--- src/ccpc_pkg.sv ---
// Package: register map, fields and mode codes of the capture/compare/PWM channel
`default_nettype none
package ccpc_pkg;
	localparam logic [7:0] CCPC_OFS_CTRL = 8'h00;
	localparam logic [7:0] CCPC_OFS_TSEL = 8'h04;
	localparam logic [7:0] CCPC_OFS_CAPSEL = 8'h08;
	localparam logic [7:0] CCPC_OFS_VLOW = 8'h0c;
	localparam logic [7:0] CCPC_OFS_VHIGH = 8'h10;
	localparam logic [7:0] CCPC_OFS_STAT = 8'h14;
	localparam int CCPC_EN_BIT = 7;
	localparam int CCPC_OUT_BIT = 5;
	localparam int CCPC_FMT_BIT = 4;
	localparam logic [1:0] CCPC_TSEL_RST = 2'h1;
	localparam logic [2:0] CCPC_CAPSEL_RST = 3'h0;
	localparam logic [3:0] CCPC_M_OFF = 4'h0;
	localparam logic [3:0] CCPC_M_TOGCLR = 4'h1;
	localparam logic [3:0] CCPC_M_TOG = 4'h2;
	localparam logic [3:0] CCPC_M_CAPBOTH = 4'h3;
	localparam logic [3:0] CCPC_M_CAPFALL = 4'h4;
	localparam logic [3:0] CCPC_M_CAPRISE = 4'h5;
	localparam logic [3:0] CCPC_M_CAP4 = 4'h6;
	localparam logic [3:0] CCPC_M_CAP16 = 4'h7;
	localparam logic [3:0] CCPC_M_SET = 4'h8;
	localparam logic [3:0] CCPC_M_CLR = 4'h9;
	localparam logic [3:0] CCPC_M_PULSE = 4'ha;
	localparam logic [3:0] CCPC_M_PULSECLR = 4'hb;
	localparam logic [3:0] CCPC_CAP4_CNT = 4'h3;
	localparam logic [3:0] CCPC_CAP16_CNT = 4'hf;
endpackage
`default_nettype wire

--- src/ccpc_channel.sv ---
// Capture/compare/PWM channel with APB register access
`default_nettype none
// Behaviour
// - Duty held in buffer, loaded at period end
// - Ten-bit time base: timer plus two bits
// - Prescale 1:1 takes low bits from clock phase
// - Time base equals duty: output goes low
// - Resolution follows period value, ten bits at 255
// - Duty beyond period: output never cleared
// - Sleep freezes counting and channel state
// - Reset restores registers, output not driven
// - Control bit 7 enables channel, resets 0
// - Control bit 5 reads output, read-only
// - Alignment bit picks left or right duty
// - Mode field; active modes set event flag
// - Pulse modes, 1011 also clears timer
// - Toggle modes, 0001 also clears timer
// - Set/clear latch defaults when off
// - Capture on each, fall, rise, 4th, 16th edge
// - Timer pair select, reset 01
// - Three-bit capture source select
// - Period match: clear timer, set output unless new duty is zero, load buffer
// - Duty bit placement per alignment
// - Compare value against timer every cycle
// - Capture copies timer into value pair
module ccpc_channel
	import ccpc_pkg::*;
(
	input wire logic clk_i,
	input wire logic sys_rst_i,
	input wire logic psel_i,
	input wire logic penable_i,
	input wire logic pwrite_i,
	input wire logic [31:0] paddr_i,
	input wire logic [31:0] pwdata_i,
	output logic [31:0] prdata_o,
	output logic pready_o,
	output logic pslverr_o,
	input wire logic sleep_i,
	input wire logic [15:0] cc_timer1_i,
	input wire logic [15:0] cc_timer3_i,
	input wire logic [15:0] cc_timer5_i,
	output logic [2:0] cc_timer_clear_o,
	input wire logic [7:0] period_timer2_i,
	input wire logic [7:0] period_timer4_i,
	input wire logic [7:0] period_timer6_i,
	input wire logic [7:0] period_value2_i,
	input wire logic [7:0] period_value4_i,
	input wire logic [7:0] period_value6_i,
	input wire logic [2:0] period_inc_i,
	input wire logic [2:0] prescale_one_i,
	input wire logic [5:0] prescale_bits_i,
	input wire logic capture_pin_route_i,
	input wire logic [1:0] comparator_output_i,
	input wire logic pin_change_event_i,
	input wire logic [3:0] logic_cell_output_i,
	output logic channel_out_o,
	output logic channel_out_oe_o,
	output logic channel_event_o
);
	typedef struct packed {
		logic en;
		logic fmt;
		logic [3:0] mode;
		logic [1:0] tsel;
		logic [2:0] capsel;
		logic [7:0] vlow;
		logic [7:0] vhigh;
		logic [9:0] duty_buf;
		logic [1:0] phase;
		logic out;
		logic oe;
		logic evt;
		logic [2:0] sync;
		logic [3:0] edge_cnt;
		logic [3:0] mode_prev;
		logic [2:0] tclr;
		logic [31:0] rdata;
		logic ready;
		logic err;
	} ccpc_state_t;

	ccpc_state_t st_q, st_d;

	// Word address decode, unmapped offsets answer with an error
	function automatic logic hit(input logic [31:0] a, input logic [7:0] ofs);
		return (a[31:8] == 24'h0) && (a[7:0] == ofs);
	endfunction

	// One-hot clear for the selected pair, reserved code acts as the first pair
	function automatic logic [2:0] tsel_clear(input logic [1:0] t);
		case (t)
			2'h2: return 3'h2;
			2'h3: return 3'h4;
			default: return 3'h1;
		endcase
	endfunction

	logic [15:0] cc_tmr;
	logic [7:0] ptmr;
	logic [7:0] pval;
	logic pinc;
	logic [1:0] low_bits;
	logic [9:0] time_base;
	logic [9:0] tb_next;
	logic [9:0] duty_new;
	logic trig_src;
	logic is_pwm, is_cap, is_cmp;
	logic match;
	logic cap_fire;
	logic wr, rd;

	always_comb
	begin
		// Reserved pair code falls back to the first pair
		case (st_q.tsel)
			2'h2:
			begin
				cc_tmr = cc_timer3_i;
				ptmr = period_timer4_i;
				pval = period_value4_i;
				pinc = period_inc_i[1];
				low_bits = prescale_one_i[1] ? st_q.phase : prescale_bits_i[3:2];
			end
			2'h3:
			begin
				cc_tmr = cc_timer5_i;
				ptmr = period_timer6_i;
				pval = period_value6_i;
				pinc = period_inc_i[2];
				low_bits = prescale_one_i[2] ? st_q.phase : prescale_bits_i[5:4];
			end
			default:
			begin
				cc_tmr = cc_timer1_i;
				ptmr = period_timer2_i;
				pval = period_value2_i;
				pinc = period_inc_i[0];
				low_bits = prescale_one_i[0] ? st_q.phase : prescale_bits_i[1:0];
			end
		endcase
		time_base = {ptmr, low_bits};
		// Output is registered, so compare one step ahead
		tb_next = time_base + 10'h1;
		duty_new = st_q.fmt ? {st_q.vhigh, st_q.vlow[7:6]}
			: {st_q.vhigh[1:0], st_q.vlow};
		case (st_q.capsel)
			3'h0: trig_src = capture_pin_route_i;
			3'h1: trig_src = comparator_output_i[0];
			3'h2: trig_src = comparator_output_i[1];
			3'h3: trig_src = pin_change_event_i;
			default: trig_src = logic_cell_output_i[st_q.capsel[1:0]];
		endcase
	end

	// Change counts once second and third stages differ
	logic s_new, s_old;
	assign s_new = st_q.sync[1];
	assign s_old = st_q.sync[2];

	always_comb
	begin
		st_d = st_q;
		st_d.ready = 1'b0;
		st_d.err = 1'b0;
		st_d.tclr = 3'h0;
		st_d.evt = 1'b0;
		st_d.sync = {st_q.sync[1:0], trig_src};
		is_pwm = st_q.mode[3:2] == 2'h3;
		is_cap = (st_q.mode >= CCPC_M_CAPBOTH) && (st_q.mode <= CCPC_M_CAP16);
		is_cmp = st_q.en && !is_pwm && !is_cap && (st_q.mode != CCPC_M_OFF);
		match = is_cmp && (cc_tmr == {st_q.vhigh, st_q.vlow});
		cap_fire = 1'b0;
		wr = psel_i && penable_i && pwrite_i && !st_q.ready;
		rd = psel_i && penable_i && !pwrite_i && !st_q.ready;
		if (!sleep_i)
		begin
			// Realign on each timer step so low bits track the timer
			st_d.phase = pinc ? 2'h0 : st_q.phase + 2'h1;
			st_d.mode_prev = st_q.mode;
			if (!st_q.en || st_q.mode != st_q.mode_prev)
				st_d.edge_cnt = 4'h0;
			else if (is_cap && s_new && !s_old)
			begin
				st_d.edge_cnt = st_q.edge_cnt + 4'h1;
				case (st_q.mode)
					CCPC_M_CAPRISE: cap_fire = 1'b1;
					CCPC_M_CAPBOTH: cap_fire = 1'b1;
					CCPC_M_CAP4:
					begin
						cap_fire = st_q.edge_cnt[1:0] == CCPC_CAP4_CNT[1:0];
						st_d.edge_cnt = {2'h0, st_q.edge_cnt[1:0] + 2'h1};
					end
					CCPC_M_CAP16: cap_fire = st_q.edge_cnt == CCPC_CAP16_CNT;
					default: cap_fire = 1'b0;
				endcase
			end
			else if (is_cap && !s_new && s_old)
				cap_fire = st_q.mode == CCPC_M_CAPBOTH || st_q.mode == CCPC_M_CAPFALL;
			if (st_q.en && cap_fire)
			begin
				st_d.vhigh = cc_tmr[15:8];
				st_d.vlow = cc_tmr[7:0];
				st_d.evt = 1'b1;
			end
			if (match)
			begin
				st_d.evt = 1'b1;
				case (st_q.mode)
					CCPC_M_TOG: st_d.out = !st_q.out;
					CCPC_M_TOGCLR:
					begin
						st_d.out = !st_q.out;
						st_d.tclr = tsel_clear(st_q.tsel);
					end
					CCPC_M_SET: st_d.out = 1'b1;
					CCPC_M_CLR: st_d.out = 1'b0;
					CCPC_M_PULSE: st_d.out = 1'b1;
					CCPC_M_PULSECLR:
					begin
						st_d.out = 1'b1;
						st_d.tclr = tsel_clear(st_q.tsel);
					end
					default: st_d.out = st_q.out;
				endcase
			end
			else if (is_cmp && st_q.mode[3:1] == 3'h5)
				st_d.out = 1'b0; // Pulse lasts one cycle
			if (st_q.en && is_pwm)
			begin
				if (pinc && ptmr == pval)
				begin
					st_d.duty_buf = duty_new;
					st_d.out = duty_new != 10'h0;
					st_d.evt = 1'b1;
				end
				else if (tb_next == st_q.duty_buf)
					st_d.out = 1'b0;
			end
		end
		if (!st_q.en || st_q.mode == CCPC_M_OFF)
			st_d.out = 1'b0;
		st_d.oe = st_q.en && st_q.mode != CCPC_M_OFF && !is_cap;
		if (psel_i && penable_i && !st_q.ready)
		begin
			st_d.ready = 1'b1;
			st_d.rdata = 32'h0;
			if (hit(paddr_i, CCPC_OFS_CTRL))
			begin
				st_d.rdata = {24'h0, st_q.en, 1'b0, st_q.out, st_q.fmt, st_q.mode};
				if (wr)
				begin
					st_d.en = pwdata_i[CCPC_EN_BIT];
					st_d.fmt = pwdata_i[CCPC_FMT_BIT];
					st_d.mode = pwdata_i[3:0];
				end
			end
			else if (hit(paddr_i, CCPC_OFS_TSEL))
			begin
				st_d.rdata = {30'h0, st_q.tsel};
				if (wr)
					st_d.tsel = pwdata_i[1:0];
			end
			else if (hit(paddr_i, CCPC_OFS_CAPSEL))
			begin
				st_d.rdata = {29'h0, st_q.capsel};
				if (wr)
					st_d.capsel = pwdata_i[2:0];
			end
			else if (hit(paddr_i, CCPC_OFS_VLOW))
			begin
				st_d.rdata = {24'h0, st_q.vlow};
				if (wr && !(st_d.evt && is_cap))
					st_d.vlow = pwdata_i[7:0];
			end
			else if (hit(paddr_i, CCPC_OFS_VHIGH))
			begin
				st_d.rdata = {24'h0, st_q.vhigh};
				if (wr && !(st_d.evt && is_cap))
					st_d.vhigh = pwdata_i[7:0];
			end
			else if (hit(paddr_i, CCPC_OFS_STAT))
				st_d.rdata = {24'h0, 6'h0, st_q.oe, st_q.out};
			else
				st_d.err = 1'b1;
			if (rd)
				st_d.err = st_d.err;
		end
		if (sys_rst_i)
		begin
			st_d = '0;
			st_d.tsel = CCPC_TSEL_RST;
			st_d.capsel = CCPC_CAPSEL_RST;
		end
	end

	always_ff @(posedge clk_i)
	begin
		st_q <= st_d;
	end

	assign prdata_o = st_q.rdata;
	assign pready_o = st_q.ready;
	assign pslverr_o = st_q.err;
	assign channel_out_o = st_q.out;
	assign channel_out_oe_o = st_q.oe;
	assign channel_event_o = st_q.evt;
	assign cc_timer_clear_o = st_q.tclr;

	property p_reset_clear;
		@(posedge clk_i) sys_rst_i |=> !st_q.en && st_q.tsel == CCPC_TSEL_RST && !channel_out_oe_o;
	endproperty
	a_reset_clear: assert property (p_reset_clear) else $error("reset state wrong");
	property p_disable_low;
		@(posedge clk_i) disable iff (sys_rst_i) !st_q.en |=> !channel_out_o;
	endproperty
	a_disable_low: assert property (p_disable_low) else $error("output high while off");
	property p_sleep_freeze;
		@(posedge clk_i) disable iff (sys_rst_i)
		sleep_i && !(psel_i && penable_i) |=> st_q.phase == $past(st_q.phase);
	endproperty
	a_sleep_freeze: assert property (p_sleep_freeze) else $error("state moved in sleep");
	property p_match_event;
		@(posedge clk_i) disable iff (sys_rst_i) !sleep_i && match |=> channel_event_o;
	endproperty
	a_match_event: assert property (p_match_event) else $error("match lost event");
	property p_pulse_one;
		@(posedge clk_i) disable iff (sys_rst_i)
		st_q.en && st_q.mode == CCPC_M_PULSE && !sleep_i && !match |=> !channel_out_o;
	endproperty
	a_pulse_one: assert property (p_pulse_one) else $error("pulse too long");
	property p_clear_timer;
		@(posedge clk_i) disable iff (sys_rst_i)
		!sleep_i && match && st_q.mode == CCPC_M_TOGCLR |=> cc_timer_clear_o != 3'h0;
	endproperty
	a_clear_timer: assert property (p_clear_timer) else $error("timer not cleared");
	property p_duty_load;
		@(posedge clk_i) disable iff (sys_rst_i)
		!sleep_i && st_q.en && is_pwm && pinc && ptmr == pval |=> st_q.duty_buf == $past(duty_new);
	endproperty
	a_duty_load: assert property (p_duty_load) else $error("duty not loaded");
	property p_pwm_clear;
		@(posedge clk_i) disable iff (sys_rst_i)
		!sleep_i && st_q.en && is_pwm && !(pinc && ptmr == pval) && tb_next == st_q.duty_buf
		|=> !channel_out_o;
	endproperty
	a_pwm_clear: assert property (p_pwm_clear) else $error("pwm not cleared");
	property p_apb_one;
		@(posedge clk_i) disable iff (sys_rst_i) pready_o |=> !pready_o;
	endproperty
	a_apb_one: assert property (p_apb_one) else $error("ready held");
	c_capture: cover property (@(posedge clk_i) is_cap && cap_fire && st_q.en);
	c_pwm_load: cover property (@(posedge clk_i) is_pwm && pinc && ptmr == pval);
	c_match: cover property (@(posedge clk_i) match);
endmodule
`default_nettype wire

--- config.mk ---
export PLATFORM = sky130hd
export DESIGN_NAME = ccpc_channel
export DESIGN_NICKNAME = d
export VERILOG_FILES = /design/src/ccpc_pkg.sv /design/src/ccpc_channel.sv
export SDC_FILE = /design/constraint.sdc
export NUM_CORES = 1
export LEC_CHECK = 0
export BUFFER_PORTS_ARGS = -buffer_cell sky130_fd_sc_hd__buf_2
export CAP_MARGIN = 25
export CORE_UTILIZATION = 49
export DETAILED_ROUTE_END_ITERATION = 10
export PLACE_DENSITY = 0.93
export SLEW_MARGIN = 5
export SYNTH_ARGS = -nofsm -noshare
export SYNTH_HDL_FRONTEND = slang
export SYNTH_SLANG_ARGS = --single-unit
--- constraint.sdc ---
create_clock -name clk_i -period 3.6 [get_ports clk_i]
set_clock_uncertainty 0.1 [all_clocks]
set_input_delay 0.18 -clock clk_i [delete_from_list [all_inputs] [get_ports clk_i]]
set_output_delay 0.18 -clock clk_i [all_outputs]
set_load 0.05 [all_outputs]
==> results_dict.tcl <==
set metrics [dict create \
    portBuffers 177 \
    crit_path_start "st_q[82]$_SDFFE_PP1P_" \
    num_antenna_cells 0 \
    ys_types 69 \
    power_mw 1.68 \
    clock_path_buffers 2 \
    htree_levels 3 \
    clk_pin_slew_worst_paths_ns 0.07 \
    start_kind "flop" \
    path_class "flop to flop" \
    fp-row-count 37 \
    worstMarginPinSlew_ns 0.751 \
    synth.most_common_cell "nor2_1" \
    grt_max_degree 50 \
    min_path_type "input pin to flop" \
    antenna_found_initial 0 \
    synthArstFlopShare_pct 0 \
    cts.sinks 66 \
    finalSetupTns_ns 0 \
    worst_hold_slack_ns 0.0442 \
    wirelength_mm 14.9 \
    synth-seq-area-share_pct 24.5 \
    clock_latency_ns 0.35 \
    final_net_count 958 \
    track_usage_pct 25.7 \
    area_delta_synth_final_pct 17.1 \
    synth_ff_type "dfxtp_1" \
    die_w_um 107 \
    dp_cells 892 \
    required_ns 3.71 \
    synth.ff_latch_count 66 \
    vias_per_cell 5.71 \
    grt_remaining_overflow 0 \
    synth_top_area_share_pct 24.5 \
    drv_cap 0 \
    dieHeight_um 107 \
    worst_ep_arrival_time_ns 3.37 \
    peakVddDrop_mv 0.161 \
    drv_slew 0 \
    grt_pass1_vias 4731 \
    grt_pass1_wl_mm 23.1 \
    relSlewSlack_pct 49.9 \
    dpl-instance-area_um2 6080 \
    setup_ws_ns 0.336 \
    postCtsHoldBufs 3 \
    ys_warn_count 0 \
    synthTopCellsByArea "dfxtp_1 (25%), mux2i_1 (15%), nor2_1 (6.6%)" \
    cts_root_buf "clkbuf_8" \
    dp_hpwl_mm 11.4 \
    fin_crit_sh_pct 90.7 \
    drtIter0Drc 366 \
    post_cts_buffers 0 \
    cts_resized 0 \
    fmax_mhz 306 \
    drc 0 \
    fillCellCount 885 \
    hold_start "pwdata_i[7]" \
    synth_largest_area_cell "dfxtp_1" \
    die_area_um2 11400 \
    synth-edff-count 0 \
    pwr_density_cell_nw_per_um2 267 \
    drive_above_1_share_pct 33.5 \
    leakagePower_nw 2.74 \
    fin_cells 911 \
    tritoncts "done" \
    synth_area_um2 5380 \
    core_um2 10500 \
    r2r_start "st_q[82]$_SDFFE_PP1P_" \
    syn-instance-count 632 \
    reg2reg_depth 10 \
    dp_slack_ns 0.411 \
    pin_count 226 \
    initial_core_util_pct 51.2 \
    cts_buffers 9 \
    status "finished, final reports clean" \
    ant_nets 0 \
    multi_input_area_um2 3590 \
    crit_fanout 13 \
    min_path_cells 3 \
    setup_viol 0 \
    synth_common_cells "nor2_1 (95), mux2i_1 (78), dfxtp_1 (66)" \
    syn_area_per_cell_um2 8.52 \
    fin_area_um2 6300 \
    cp-end-kind "flop" \
    final_util_pct 60.0 \
    seq_area_um2 1320 \
    grt_setup_unrepaired "no" \
    vias 5202 \
    first_pass_iters 6 \
    gp_congestion 0.901 \
    wire_per_inst_um 16.3 \
    fin_crit_ns 3.26 \
    finalHoldViolCount 0 \
]
flip-flops by register name (all words and copies together), names as in the netlist:
name and flops:
channel_out_oe_o 1, pslverr_o 1, s_old 1, channel_out_o 1
pready_o 1, channel_event_o 1, cc_timer_clear_o 3, s_new 1
st_q 48, prdata_o 8
cell usage in the layout, fill, tap and decap left out, types with 3 or more instances in the layout:
master	Yosys	final
a21oi_1	46	46
a222oi_1	4	4
nor3_1	17	16
conb_1	1	24
nand2_1	19	19
xor2_1	13	13
mux4_2	4	4
a211oi_1	7	7
a221oi_1	4	4
a22oi_1	4	4
buf_2	11	177
buf_4	38	6
o21bai_1	4	4
clkbuf_8	0	12
nand4_1	5	5
a211oi_2	26	26
xnor2_1	38	38
mux2_4	3	3
nor2b_1	8	8
or4_1	4	4
nor4_1	13	13
inv_1	12	12
dlygate4sd3_1	0	3
o21ai_0	9	9
mux2i_4	3	3
mux2i_1	78	78
nor3_2	2	3
dfxtp_1	66	64
nor2_1	95	95
nand3_1	10	10
where the power goes:
part,leakage (nW),total [mW],internal [mW],switching [mW]
sequential,0.534,0.743,0.738,0.00512
clock,0.0960,0.596,0.308,0.288
combinational,2.11,0.341,0.134,0.207
total,2.74,1.68,1.18,0.501
area by class of cell:
cell class                 count  share of cell area [%]
multi-input combinational    494                    57.0
clock inverter                 3                   0.337
inverter                      12                   0.714
sequential                    66                    21.0
clock buffer                  13                    2.68
tap                          136                    2.70
timing repair buffer         187                    15.6
cells by family after synthesis:
group,after synthesis,synth area share (%)
AND/OR/NAND/NOR,195,18.4
AO/OA/AOI/OAI,131,18.9
buffers and inverters,95,10.4
multiplexers,91,18.9
flip-flops,66,24.5
XOR/XNOR,51,8.30
adder cells (fa/ha/maj),2,0.465
other,1,0.0697
worst paths after layout:
kind,end,slack [ns]
setup / recovery,channel_out_o$_SDFFE_PP0N_,0.34
hold / removal,st_q[89]$_SDFFE_PP0P_,0.04
setup reg to reg,channel_out_o$_SDFFE_PP0N_,0.34
hold reg to reg,s_new$_SDFF_PP0_,0.34
critical path: stages, from the launching register on:
cell       delay [ns]
dfxtp_2          0.60
nor2b_1          0.13
a22o_1           0.21
a31oi_2          0.26
ha_1             0.24
o21ai_0          0.09
a21oi_1          0.34
nand2_1          0.15
or4_1            0.45
a2111oi_2        0.38
a41oi_1          0.16
per-layer routing:
metal / GRT usage (%) / wire length, µm / up-vias
li1: - / - / 2494
met1: 32.1 / 6000 / 2406
met2: 43.4 / 7160 / 260
met3: 4.98 / 1310 / 42
met4: 9.98 / 420 / 0
met5: 0 / 0 / -
Note: power is estimated with default switching activity, not from simulation.
